$ cat src/lsd_pkg.sv
// package: offsets, field layout, reset values for regulator control bank
package lsd_pkg;
   localparam int DATA_W = 32;
   localparam int ADDR_W = 12;
   localparam int CODE_W = 8;
   // printed offsets are one apart, not four: kept as indices
   localparam logic [7:0] IDX_SECOND_CTRL = 8'h28;
   localparam logic [7:0] IDX_THIRD_CTRL = 8'h29;
   localparam logic [ADDR_W-1:0] ADDR_SECOND_CTRL = 12'h0A0;
   localparam logic [ADDR_W-1:0] ADDR_THIRD_CTRL = 12'h0A4;
   localparam logic [ADDR_W-1:0] ADDR_STATUS = 12'h0A8;
   localparam int SLP_HI = 5;
   localparam int SLP_LO = 4;
   localparam int RSV_HI = 3;
   localparam int RSV_LO = 1;
   localparam int OFF_N_BIT = 0;
   localparam logic [5:0] RW_MASK = 6'h3F;
   localparam logic [1:0] SLP_OFF = 2'h0;
   localparam logic [1:0] SLP_ON = 2'h3;
   localparam logic [2:0] RSV_PATTERN = 3'h6;
   localparam logic [7:0] CTRL_RESET_DEFAULT = 8'h0D;
   localparam int SYNC_STAGES = 2;
   typedef enum logic {LSD_IDLE, LSD_ACCESS} lsd_state_type;
endpackage

$ cat src/lsd_sync_if.sv
// interface: sleep pins raw in, synchronised levels out
`timescale 1ns/1ps
interface lsd_sync_if;
   logic pin_first;
   logic pin_second;
   logic sync_first;
   logic sync_second;
   modport src (output pin_first, output pin_second,
                input sync_first, input sync_second);
   modport dst (input pin_first, input pin_second,
                output sync_first, output sync_second);
endinterface

$ cat src/lsd_ctrl_bank.sv
// APB register bank steering two auxiliary regulators' sleep and off
// Contract
// - second-regulator control at index 28h, third at 29h, eight bits each.
// - sleep field 00 keeps the normal voltage code regardless of pin.
// - sleep field 11 picks sleep code while assigned pin is low.
// - each regulator's sleep pin is first or second, fixed by factory.
// - bit 0 at 0 forces the regulator off over all control pins.
// - bit 0 at 1 leaves on/off to the normal enable logic.
// - the third-regulator register behaves like the second's.
//
// Added by the designer: the APB register port.
`timescale 1ns/1ps
module lsd_ctrl_bank
   import lsd_pkg::*;
#(
   parameter logic [7:0] FACTORY_SECOND = CTRL_RESET_DEFAULT,
   parameter logic [7:0] FACTORY_THIRD = CTRL_RESET_DEFAULT,
   // 0 = first sleep pin, 1 = second sleep pin
   parameter logic PIN_SEL_SECOND = 1'b0,
   parameter logic PIN_SEL_THIRD = 1'b1,
   parameter int CODE_WIDTH = CODE_W
)
(
   input wire logic CLK_SYS,
   input wire logic RESET,
   input wire logic PSEL,
   input wire logic PENABLE,
   input wire logic PWRITE,
   input wire logic [ADDR_W-1:0] PADDR,
   input wire logic [DATA_W-1:0] PWDATA,
   input wire logic [3:0] PSTRB,
   output logic [DATA_W-1:0] PRDATA,
   output logic PREADY,
   output logic PSLVERR,
   input wire logic SLEEP_PIN_FIRST,
   input wire logic SLEEP_PIN_SECOND,
   input wire logic REG_TWO_PIN_ENABLE,
   input wire logic REG_THREE_PIN_ENABLE,
   input wire logic [CODE_WIDTH-1:0] REG_TWO_NORMAL_CODE,
   input wire logic [CODE_WIDTH-1:0] REG_TWO_SLEEP_CODE,
   input wire logic [CODE_WIDTH-1:0] REG_THREE_NORMAL_CODE,
   input wire logic [CODE_WIDTH-1:0] REG_THREE_SLEEP_CODE,
   output logic REG_TWO_ON,
   output logic REG_THREE_ON,
   output logic [CODE_WIDTH-1:0] REG_TWO_CODE,
   output logic [CODE_WIDTH-1:0] REG_THREE_CODE,
   output logic REG_TWO_IN_SLEEP,
   output logic REG_THREE_IN_SLEEP
);
   // sleep code in use when field is 11 and the pin is low
   function automatic logic sleep_active(input logic [1:0] fld,
                                         input logic pin);
      sleep_active = (fld == SLP_ON) && !pin;
   endfunction

   function automatic logic [7:0] ctrl_merge(input logic [7:0] cur,
                                             input logic [7:0] wd);
      ctrl_merge = {2'h0, wd[5:0] & RW_MASK};
   endfunction

   lsd_state_type state_ff, nxt_state;
   logic [7:0] second_ctrl_ff, third_ctrl_ff;
   logic [DATA_W-1:0] prdata_ff, nxt_prdata;
   logic pready_ff, pslverr_ff;
   logic two_on_ff, three_on_ff, two_slp_ff, three_slp_ff;
   logic [CODE_WIDTH-1:0] two_code_ff, three_code_ff;

   lsd_sync_if sif();
   assign sif.pin_first = SLEEP_PIN_FIRST;
   assign sif.pin_second = SLEEP_PIN_SECOND;

   lsd_pin_sync u_sync (
      .clk(CLK_SYS),
      .reset(RESET),
      .sif(sif)
   );

   // address decode
   wire hit_second = (PADDR == ADDR_SECOND_CTRL);
   wire hit_third = (PADDR == ADDR_THIRD_CTRL);
   wire hit_status = (PADDR == ADDR_STATUS);
   wire mapped = hit_second | hit_third | hit_status;
   wire access_edge = PSEL & PENABLE & (state_ff == LSD_ACCESS);
   wire wr_take = access_edge & PWRITE & PSTRB[0] & mapped;
   wire wr_second = wr_take & hit_second;
   wire wr_third = wr_take & hit_third;
   // status register is read-only: a write there is refused
   wire bad_access = !mapped | (PWRITE & hit_status);

   // pin routing fixed at build time, like a factory fuse
   wire pin_two = PIN_SEL_SECOND ? sif.sync_second : sif.sync_first;
   wire pin_three = PIN_SEL_THIRD ? sif.sync_second : sif.sync_first;

   wire two_slp = sleep_active(second_ctrl_ff[SLP_HI:SLP_LO], pin_two);
   wire three_slp = sleep_active(third_ctrl_ff[SLP_HI:SLP_LO], pin_three);
   // soft-off bit low wins over any control pin
   wire two_on = second_ctrl_ff[OFF_N_BIT] & REG_TWO_PIN_ENABLE;
   wire three_on = third_ctrl_ff[OFF_N_BIT] & REG_THREE_PIN_ENABLE;
   wire [CODE_WIDTH-1:0] two_code =
      two_slp ? REG_TWO_SLEEP_CODE : REG_TWO_NORMAL_CODE;
   wire [CODE_WIDTH-1:0] three_code =
      three_slp ? REG_THREE_SLEEP_CODE : REG_THREE_NORMAL_CODE;

   wire [7:0] status_byte = {4'h0, three_slp_ff, two_slp_ff,
                             three_on_ff, two_on_ff};

   always_comb begin
      nxt_prdata = '0;
      if (hit_second) begin
         nxt_prdata = {24'h0, second_ctrl_ff};
      end else if (hit_third) begin
         nxt_prdata = {24'h0, third_ctrl_ff};
      end else if (hit_status) begin
         nxt_prdata = {24'h0, status_byte};
      end
   end

   always_comb begin
      nxt_state = state_ff;
      unique case (state_ff)
         LSD_IDLE: begin
            if (PSEL && !PENABLE) begin
               nxt_state = LSD_ACCESS;
            end
         end
         LSD_ACCESS: begin
            nxt_state = LSD_IDLE;
         end
      endcase
   end

   // no wait state: setup, then pready on the first access cycle
   always_ff @(posedge CLK_SYS) begin
      if (RESET) begin
         state_ff <= LSD_IDLE;
         pready_ff <= 1'b0;
         pslverr_ff <= 1'b0;
         prdata_ff <= '0;
      end else begin
         state_ff <= nxt_state;
         pready_ff <= PSEL && !PENABLE;
         pslverr_ff <= PSEL && !PENABLE && bad_access;
         if (PSEL && !PENABLE && !PWRITE) begin
            prdata_ff <= nxt_prdata;
         end
      end
   end

   // factory word loads on reset; reserved 3:1 pattern kept in it
   always_ff @(posedge CLK_SYS) begin
      if (RESET) begin
         second_ctrl_ff <= {2'h0, FACTORY_SECOND[5:0]};
         third_ctrl_ff <= {2'h0, FACTORY_THIRD[5:0]};
      end else begin
         if (wr_second) begin
            second_ctrl_ff <= ctrl_merge(second_ctrl_ff, PWDATA[7:0]);
         end
         if (wr_third) begin
            third_ctrl_ff <= ctrl_merge(third_ctrl_ff, PWDATA[7:0]);
         end
      end
   end

   always_ff @(posedge CLK_SYS) begin
      if (RESET) begin
         two_on_ff <= 1'b0;
         three_on_ff <= 1'b0;
         two_slp_ff <= 1'b0;
         three_slp_ff <= 1'b0;
         two_code_ff <= '0;
         three_code_ff <= '0;
      end else begin
         two_on_ff <= two_on;
         three_on_ff <= three_on;
         two_slp_ff <= two_slp;
         three_slp_ff <= three_slp;
         two_code_ff <= two_code;
         three_code_ff <= three_code;
      end
   end

   assign PRDATA = prdata_ff;
   assign PREADY = pready_ff;
   assign PSLVERR = pslverr_ff;
   assign REG_TWO_ON = two_on_ff;
   assign REG_THREE_ON = three_on_ff;
   assign REG_TWO_CODE = two_code_ff;
   assign REG_THREE_CODE = three_code_ff;
   assign REG_TWO_IN_SLEEP = two_slp_ff;
   assign REG_THREE_IN_SLEEP = three_slp_ff;
endmodule // lsd_ctrl_bank

$ cat src/lsd_pin_sync.sv
// two-flop synchronisers for both sleep pins
`timescale 1ns/1ps
module lsd_pin_sync
   import lsd_pkg::*;
(
   input wire logic clk,
   input wire logic reset,
   lsd_sync_if.dst sif
);
   logic [1:0] meta_ff;
   logic [1:0] stable_ff;
   // first stage read only by second stage
   always_ff @(posedge clk) begin
      if (reset) begin
         meta_ff <= 2'h3;
         stable_ff <= 2'h3;
      end else begin
         meta_ff <= {sif.pin_second, sif.pin_first};
         stable_ff <= meta_ff;
      end
   end
   assign sif.sync_first = stable_ff[0];
   assign sif.sync_second = stable_ff[1];
endmodule // lsd_pin_sync

$ cat config.mk
export PLATFORM = sky130hd
export DESIGN_NAME = lsd_ctrl_bank
export DESIGN_NICKNAME = d
export VERILOG_FILES = /design/src/lsd_pkg.sv /design/src/lsd_sync_if.sv /design/src/lsd_ctrl_bank.sv /design/src/lsd_pin_sync.sv
export SDC_FILE = /design/constraint.sdc
export NUM_CORES = 1
export LEC_CHECK = 0
export ABC_AREA = 1
export BUFFER_PORTS_ARGS = -buffer_cell sky130_fd_sc_hd__buf_2
export CAP_MARGIN = 10
export CORE_MARGIN = 3
export CORE_UTILIZATION = 41
export CTS_CLUSTER_SIZE = 16
export DETAILED_ROUTE_END_ITERATION = 8
export PLACE_DENSITY_LB_ADDON = 0.3
export SLEW_MARGIN = 5
export SYNTH_ARGS = -nofsm -noshare
export SYNTH_HDL_FRONTEND = slang
export SYNTH_SLANG_ARGS = --single-unit
$ cat constraint.sdc
create_clock -name CLK_SYS -period 1.5 [get_ports CLK_SYS]
set_input_delay 0.075 -clock CLK_SYS [delete_from_list [all_inputs] [get_ports CLK_SYS]]
set_output_delay 0.075 -clock CLK_SYS [all_outputs]
set_load 0.005 [all_outputs]
# Word level (Yosys, flattened, before mapping)
# Index checks and enable logic that the tools add are counted.
[op_classes] n_bitwise=14 reduce_logical=10 n_eq_ne=5 n_mux=7
[op_table] cell="== test 12 x 8 -> 1 bit, second input constant" count=3
[op_table] cell="two-way mux 8 bit" count=2
[op_table] cell="two-way mux 6 bit" count=2
[op_table] cell="bitwise AND 1 bit" count=10
[op_table] cell="logical AND 1 bit" count=5
[op_table] cell="zero test 1 bit" count=5
[op_table] cell="== test 2 bit, second input constant" count=2
[op_table] cell="two-way mux 4 bit" count=1
[op_table] cell="bitwise OR 1 bit" count=3
[op_table] cell="one-hot mux 1 bit (2 select lines)" count=1
[op_table] cell="two-way mux 1 bit" count=1
[op_table] cell="NOT 1 bit" count=1
[word_totals] input_bits=89 reg_bits=71 elab_cells=50

# Depth between registers and ports, before layout
# Gate-level depths: netlist (run 1).
[depth] ltp_word=6 ltp_mapped=10

# Cells and area by module
# From an unflattened synthesis (run 1), not the netlist that was laid out.
[hier_totals] cells_unflattened=283 area_unflattened_um2=2120.8
[modules_own_cells] module="lsd_ctrl_bank" area_per_inst_um2=2004.4 n_inst=1 cells_each=270 seq_area_each_um2=820.8
[modules_own_cells] module="lsd_pin_sync" area_per_inst_um2=116.4 n_inst=1 cells_each=13 seq_area_each_um2=80.1

# Least setup slack after synthesis (run 1)
# OpenSTA, ideal clock, no wires.
[synth_timing] kind="flip-flop to flip-flop" start="reg third_ctrl_ff[5]" end="reg three_code_ff[0], in the netlist REG_THREE_CODE[0]" path_buffers=0 setup_slack_ps=383 path_stages_with_launch=6 synth_period_minus_slack_ps=1117 arrival_ps=1002 required_ps=1384 path_cell_list="dfxtp_1 inv_1 nor3_4 clkinv_1 nor2_1 nor2_1"
[synth_between] elab_chain_len=3
[synth_rtl] element="from (decl)" line_no="lsd_ctrl_bank.sv:62" text="logic [7:0] second_ctrl_ff, third_ctrl_ff;"
[synth_rtl] element="from (signal assigned)" line_no="lsd_ctrl_bank.sv:153" text="third_ctrl_ff <= {2'h0, FACTORY_THIRD[5:0]};"
[synth_rtl] element="from (signal assigned)" line_no="lsd_ctrl_bank.sv:159" text="third_ctrl_ff <= ctrl_merge(third_ctrl_ff, PWDATA[7:0]);"
[synth_rtl] element="== test 2 bit" line_no="lsd_ctrl_bank.sv:53" text="sleep_active = (fld == SLP_ON) && !pin;"
[synth_rtl] element="logical AND 1 bit" line_no="lsd_ctrl_bank.sv:53"
[synth_rtl] element="two-way mux 8 bit" line_no="lsd_ctrl_bank.sv:102" text="three_slp ? REG_THREE_SLEEP_CODE : REG_THREE_NORMAL_CODE;"
[synth_rtl] element="to (signal assigned)" line_no="lsd_ctrl_bank.sv:178" text="three_code_ff <= three_code;"
[synth_rtl] element="to (decl)" line_no="lsd_ctrl_bank.sv:66" text="logic [CODE_WIDTH-1:0] two_code_ff, three_code_ff;"
# No other way between the ends.
# A chain may end at the register's enable or synchronous reset.

# Final worst setup path (run 1)
[layout_timing] start="reg second_ctrl_ff[5]" end="reg two_code_ff[1], in the netlist REG_TWO_CODE[1]"
[layout_between] elab_chain_len=3
[layout_rtl] element="from (decl)" line_no="lsd_ctrl_bank.sv:62"
[layout_rtl] element="from (signal assigned)" line_no="lsd_ctrl_bank.sv:152" text="second_ctrl_ff <= {2'h0, FACTORY_SECOND[5:0]};"
[layout_rtl] element="from (signal assigned)" line_no="lsd_ctrl_bank.sv:156" text="second_ctrl_ff <= ctrl_merge(second_ctrl_ff, PWDATA[7:0]);"
[layout_rtl] element="== test 2 bit" line_no="lsd_ctrl_bank.sv:53"
[layout_rtl] element="logical AND 1 bit" line_no="lsd_ctrl_bank.sv:53"
[layout_rtl] element="two-way mux 8 bit" line_no="lsd_ctrl_bank.sv:100" text="two_slp ? REG_TWO_SLEEP_CODE : REG_TWO_NORMAL_CODE;"
[layout_rtl] element="to (signal assigned)" line_no="lsd_ctrl_bank.sv:177" text="two_code_ff <= two_code;"
[layout_rtl] element="to (decl)" line_no="lsd_ctrl_bank.sv:66"
# No other way between the ends.

==> run metrics, run 1 <==
status finished, final reports clean; Worst Hold Slack between 5 and 6 ps; multiplexer share of the synthesized area 0%; root buf cell clkbuf_8; worst reg2reg path endpoint REG_TWO_CODE[1]; post-route setup TNS 0 ps; Top Metal Used met4; Yosys reg bits 45; largest family of logic cells by synthesized area simple AND/OR/NAND/NOR gates; min Tclk post-route 1180 ps; number of cell rows 25; largest net degree at the start of global routing 17; Reg clk slew, reported paths 80 ps; setup slack, reg-to-reg about 320 ps; reg2reg path depth 5; IO buf count 87; VDD IR max between 0.4 and 0.5 mV; Antenna Nets Post-Route 0; Final Hold Fails 0; synthesized area per cell 7.68 um^2; WL met1 2010 um; via count between 1500 and 2000; CP arrival 1380 ps; Layout area overhead 33.6%; GR Util All Layers between 10% and 20%; Buf/Inv on CP 2; hold path start REG_THREE_SLEEP_CODE[5]; Seq. cell area between 900 and 1000 um^2; crit-path cells inv_1, nor3_4, clkinv_1, nor2_1, nor2_1; Slew Limit Fails 0; DR pass1 iterations 5; Yosys Warn Count 0; top achievable clock speed 0.846 GHz; Pwr per Cell Area between 800 and 900 nW/um^2; I/O pin cnt 143; crit-path leading delay family simple AND/OR/NAND/NOR gates; fillers between 400 and 500; number of global-route vias before repair 1926; maxcap violations 0; CTS tree yes; Die W a little under 80 um; GPL Wtd Cong 0.816; Worst Path Class, Setup reg2reg; Max FO, Critical Path 9; Seq/Total Area, Yosys 42.6%; share of layout cells above drive strength 1 between 30 and 40%; clock tree buffer depth 2; distinct cell type count after synthesis 29; startpoint types flip-flop; Most Frequent Cell on Critical Path nor2_1; initial antenna violation count 0; Max H-tree Level 2; Synth Area in Compound Gates 11.7%; DRT iter0 DRCs about 160; Initial Utilization 43.6%; clk sinks 45; met3 routed WL ~340 um; first-pass GRT wire length between 8000 and 9000 um; Post-Synthesis Cell Area 2110 um^2; post-detail-place hpwl ~3700 um; multi-input logic area 953 um^2; max incr delay on CP ~330 ps; Pleak 1.53 nW; Hold EP REG_THREE_CODE[5]; final net count 477; WL per Instance between 10 and 15 um; Num CTS Buffers 5; met2 wire length 2460 um; CP Launch Point second_ctrl_ff[5]; Setup violations, final 0; Fin Clk Skew 3.82 ps; class of the worst hold path in2reg; wirelength, routed 4850 um; DRC 0; antenna cell count 0; fin crit share about 79%; reg2reg start second_ctrl_ff[5]; chip height 77.8 um; average via count per standard cell 4.31; post-synthesis cell count 275; Util after Layout 58.2%; CP Data Required Time 1700 ps; CP max stage cell dfxtp_1; DIE AREA 6050 um^2; Simple-Gate Fraction of Synth Area 28.8%; hold path depth 3; Worst-Skew Late Latency 300 ps; RSZ-0062 raised after global routing false; CORE AREA 4850 um^2; Critical Path End Type flip-flop; adder-cell share of the synthesized area 0%; gr ovfl total 0; xor and xnor area share after synthesis 0%
-- timing repair --
action                    in CTS  in global routing
hold endpoints to repair      18                  0
buffers inserted               0                  0
hold buffers                  18                  0
gates resized for setup        0                  0
-- worst min-delay path, delay by kind of cell --
kind / cells / cell delay [ps]
and+or+nand+nor: 2 / 110
buffers and inverters: 1 / 70
-- cells in the final DEF, fill, tap and decap left out --
master         count
a21oi_1            4
a21oi_2            4
buf_2             87
buf_4              7
clkbuf_8           6
clkinv_1           2
clkinvlp_4         1
conb_1            26
dfxtp_1           45
dlygate4sd3_1     18
inv_1             28
inv_2              4
nand2_1           28
nand2_2            3
nand2_4            1
nand3_1           18
nand3b_1           1
nand4_4            1
nor2_1            54
nor2_2             4
nor2_4             4
nor2_8             1
nor3_1             1
nor3_4             2
o2111ai_1          1
o211ai_1           5
o21ai_0           24
o21ai_1            2
o21bai_1           2
or2_2              4
-- sequential cells by signal, indices dropped and copies added, names as in the netlist --
| name | count |
|---|---|
| REG_THREE_CODE | 8 |
| second_ctrl_ff | 6 |
| PSLVERR | 1 |
| u_sync.meta_ff | 2 |
| REG_TWO_IN_SLEEP | 1 |
| u_sync.stable_ff | 2 |
| REG_THREE_ON | 1 |
| state_ff | 1 |
| third_ctrl_ff | 6 |
| PRDATA | 6 |
| REG_THREE_IN_SLEEP | 1 |
| REG_TWO_CODE | 8 |
| REG_TWO_ON | 1 |
| PREADY | 1 |
-- where the power goes --
part           switching [mW]  internal [mW]  total [mW]
Combinational           0.129          0.140       0.270
Clock                   0.394          0.364       0.758
Sequential            0.00995           1.23        1.24
Total                   0.533           1.73        2.27
-- worst max-delay path by stage --
stage	depth (start not counted)	to	slack [ps]
2_1_floorplan	5	REG_THREE_CODE[0]	380
3_3_place_gp	9	third_ctrl_ff[1]	290
3_5_place_dp	9	third_ctrl_ff[5]	290
4_1_cts	5	REG_TWO_CODE[1]	280
5_1_grt	5	REG_TWO_CODE[5]	140
6_report	5	REG_TWO_CODE[1]	320
-- layer usage --
metal | GRT usage [%] | vias up
met1 | 19.2 | 845
met3 | 5.45 | 5
met4 | 4.27 | 0
met5 | 0 | -
li1 | - | 1036
met2 | 30.2 | 73
-- per-stage QoR --
| step | instances | power, mW | instance area [um^2] | setup WS, ps |
|---|---|---|---|---|
| floorplan | 300 | 1.42 | 2210 | 383 |
| global placement | 430 | 1.50 | 2550 | 293 |
| detailed placement | 430 | 1.50 | 2550 | 286 |
| CTS | 455 | 2.30 | 2820 | 278 |
| global route | 455 | 2.40 | 2820 | 145 |
| finish | 455 | 2.27 | 2820 | 318 |
-- final cells by class --
class	count	share of cell area (%)
Timing Repair Buffer	112	23.7
Clock inverter	1	0.266
Sequential cell	45	31.9
Tap cell	67	2.97
Inverter	34	4.52
Multi-Input combinational cell	190	33.8
Clock buffer	6	2.92
-- synthesized netlist by cell type, drive strengths merged --
master	n	area share, %
nor2	63	14
dfxtp	45	43
inv	32	5.7
nand2	32	6.4
buf	28	10
o21ai	26	6.2
nand3	18	4.3
a21oi	8	2.6
o211ai	5	1.8
or2	4	1.2
clkbuf	3	0.53
nor3	3	1.8
clkinv	2	0.36
o21bai	2	0.71
conb	1	0.18
nand3b	1	0.36
nand4	1	1.0
o2111ai	1	0.41
-- cell families (layout without fill, tap and decap cells) --
logic type      after synthesis  count (layout)
simple gates                122             122
other cells                   1              26
flops                        45              45
buf+inv                      65             153
compound gates               42              42
No activity file was read; power rests on OpenSTA's default activity.
==> run 2: changes to the inputs <==
Clock period 1.5 ns to 1.2 ns, I/O delays scaled along.
==> run 2 against run 1 <==
  * Die area is the same
  * Critical path type unchanged
  * Combinational power grew 41%
  * Highest routed layer unchanged
  * Sequential share of layout area shrank 2.8 points
==> run metrics, run 2 (same netlist as run 1, synthesis figures left out) <==
I/O pin cnt 143 (unchanged); wirelength, routed 5220 um (+7.6%); hold path depth 3 (unchanged); gr ovfl total 0 (unchanged); CP arrival 1350 ps (-30 ps); Reg power frac 50.4% (-4.3 points); Layout area overhead 47.7%; Max H-tree Level 2 (unchanged); Tot Pwr 3.08 mW (+36%); antenna cell count 0 (unchanged); CORE AREA 4850 um^2 (unchanged); clock power share 37.2% (+3.8 points); DRC 0 (unchanged); Worst Path Class, Setup reg2reg; commonest non-fill, non-tap cells in the layout buf_2, nor2_1, dfxtp_1; clk sinks 45 (unchanged); DIE AREA 6050 um^2 (unchanged); Reg clk slew, reported paths 90 ps (about the same); most common cell after layout, fill and taps aside buf_2; DR pass1 iterations 4 (-1); Logic pwr share 12.4% (+0.5 points); chip height 77.8 um (unchanged); VDD IR max 1.11 mV (+160%); Switch Pwr 0.705 mW (+32%); Worst-Skew Late Latency 300 ps (about the same); Critical Path End Type flip-flop; Antenna Nets Post-Route 0 (unchanged); Setup WS post-layout 43.7 ps (-274 ps); Pwr per Cell Area 986 nW/um^2 (+23%); startpoint types flip-flop; Initial Utilization 43.6% (unchanged); Finished Layout Cells 482 (+5.9%); min Tclk post-route 1160 ps (-26.0 ps); Final Hold Fails 0 (unchanged); status finished, final reports clean; IO buf count 87 (unchanged); RSZ-0062 raised after global routing true; Num CTS Buffers 5 (unchanged); Pint 2.37 mW (+37%); Slew Limit Fails 0 (unchanged); GR Util All Layers 17.2% (+0.30 points); average via count per standard cell 4.30 (about the same); Sw Share 22.9% (-0.60 points); largest net degree at the start of global routing 15 (-2); first-pass GRT wire length 8460 um (+1.8%); root buf cell clkbuf_8; class of the worst hold path in2reg; WL per Instance 10.8 um (+1.6%); clock tree buffer depth 2 (unchanged); post-detail-place hpwl 3660 um (+0.12%); maxcap violations 0 (unchanged); top achievable clock speed 0.865 GHz (+2.2%); via count 2074 (+5.9%); GPL Wtd Cong 0.797 (-2.4%); Setup violations, final 0 (unchanged); share of layout cells above drive strength 1 37.6% (+4.3 points); Fin Clk Skew 8.39 ps (+4.57 ps); reg2reg path depth 5 (unchanged); final net count 503 (+5.5%); number of global-route vias before repair 1935 (+0.47%); pre-CTS setup slack 22.8 ps (-263 ps); number of cell rows 25 (unchanged); post-route setup TNS 0 ps (unchanged); Die W 77.8 um (unchanged); fin crit share 96.4% (+18 points); fillers 438 (-7.6%); Pleak 1.64 nW (+7.3%); initial antenna violation count 0 (unchanged); DRT iter0 DRCs 61 (-62%); CP Data Required Time 1390 ps (-310 ps); Post-Place Cells 434 (+0.93%); CTS tree yes; Max FO, Critical Path 5 (-4)
## run 2: changes by cell type in the layout (fill, tap and decap cells not counted), sizes merged
cell,delta
dlygate4sd3,+14
buf,+10
clkinvlp,+4
bufinv,+1
clkinv,-1
inv,-1
## run 2: timing repair
item                                    in CTS  in global routing
hold buffers                                31                  1
endpoints found under the hold margin       26                  1
setup buffers                                0                  6
endpoints found under the setup margin       0                 27
gates resized for setup                      0                 21
## run 2: power by group through the flow
stage	Combinational (mW)	Clock (mW)	Sequential, mW
detailed placement	0.294	0	1.59
global placement	0.289	0	1.58
floorplan	0.179	0	1.59
finish	0.382	1.14	1.55
CTS	0.372	1.18	1.55
global route	0.428	1.25	1.56
## run 2: path summary, 6_finish.rpt
kind | slack, ps | to | from
min reg2reg | 410 | u_sync.stable_ff[1] | u_sync.meta_ff[1]
min | 10 | REG_TWO_CODE[6] | REG_TWO_NORMAL_CODE[6]
max | 40 | REG_TWO_CODE[5] | second_ctrl_ff[5]
max reg2reg | 40 | REG_TWO_CODE[5] | second_ctrl_ff[5]
## run 2: cell type report
| class | count | area, um^2 | area share [%] |
|---|---|---|---|
| Timing Repair inverter | 2 | 15.0 | 0.481 |
| Timing Repair Buffer | 136 | 891 | 28.5 |
| Clock inverter | 2 | 38.8 | 1.24 |
| Clock buffer | 6 | 72.6 | 2.33 |
| Tap cell | 67 | 83.8 | 2.69 |
| Inverter | 34 | 139 | 4.45 |
| Sequential cell | 45 | 907 | 29.1 |
| Multi-Input combinational cell | 190 | 973 | 31.2 |
## run 2: metrics by stage
| stage | hold WS [ps] | cell area (um^2) | util (%) |
|---|---|---|---|
| finish | 10.4 | 3120 | 64.4 |
| global placement | 245 | 2580 | 53.3 |
| floorplan | 144 | 2210 | - |
| detailed placement | 248 | 2580 | 53.3 |
| CTS | 0.435 | 3010 | 62.0 |
| global route | 19.8 | 3120 | 64.4 |
## run 2: metal layers
metal / up-vias / global-route usage (%) / routed length [um]
met3: 6 / 4.29 / 356
met4: 0 / 4.80 / 45
met1: 913 / 19.8 / 2140
li1: 1089 / - / -
met5: - / 0 / 0
met2: 66 / 31.2 / 2670
## run 2: worst max-delay path: stages, from the launching register on
cell and delay (ps):
dfxtp_2 340, inv_2 50, nor3_4 260, clkinvlp_4 210, nor2_2 140, nor2_1 40
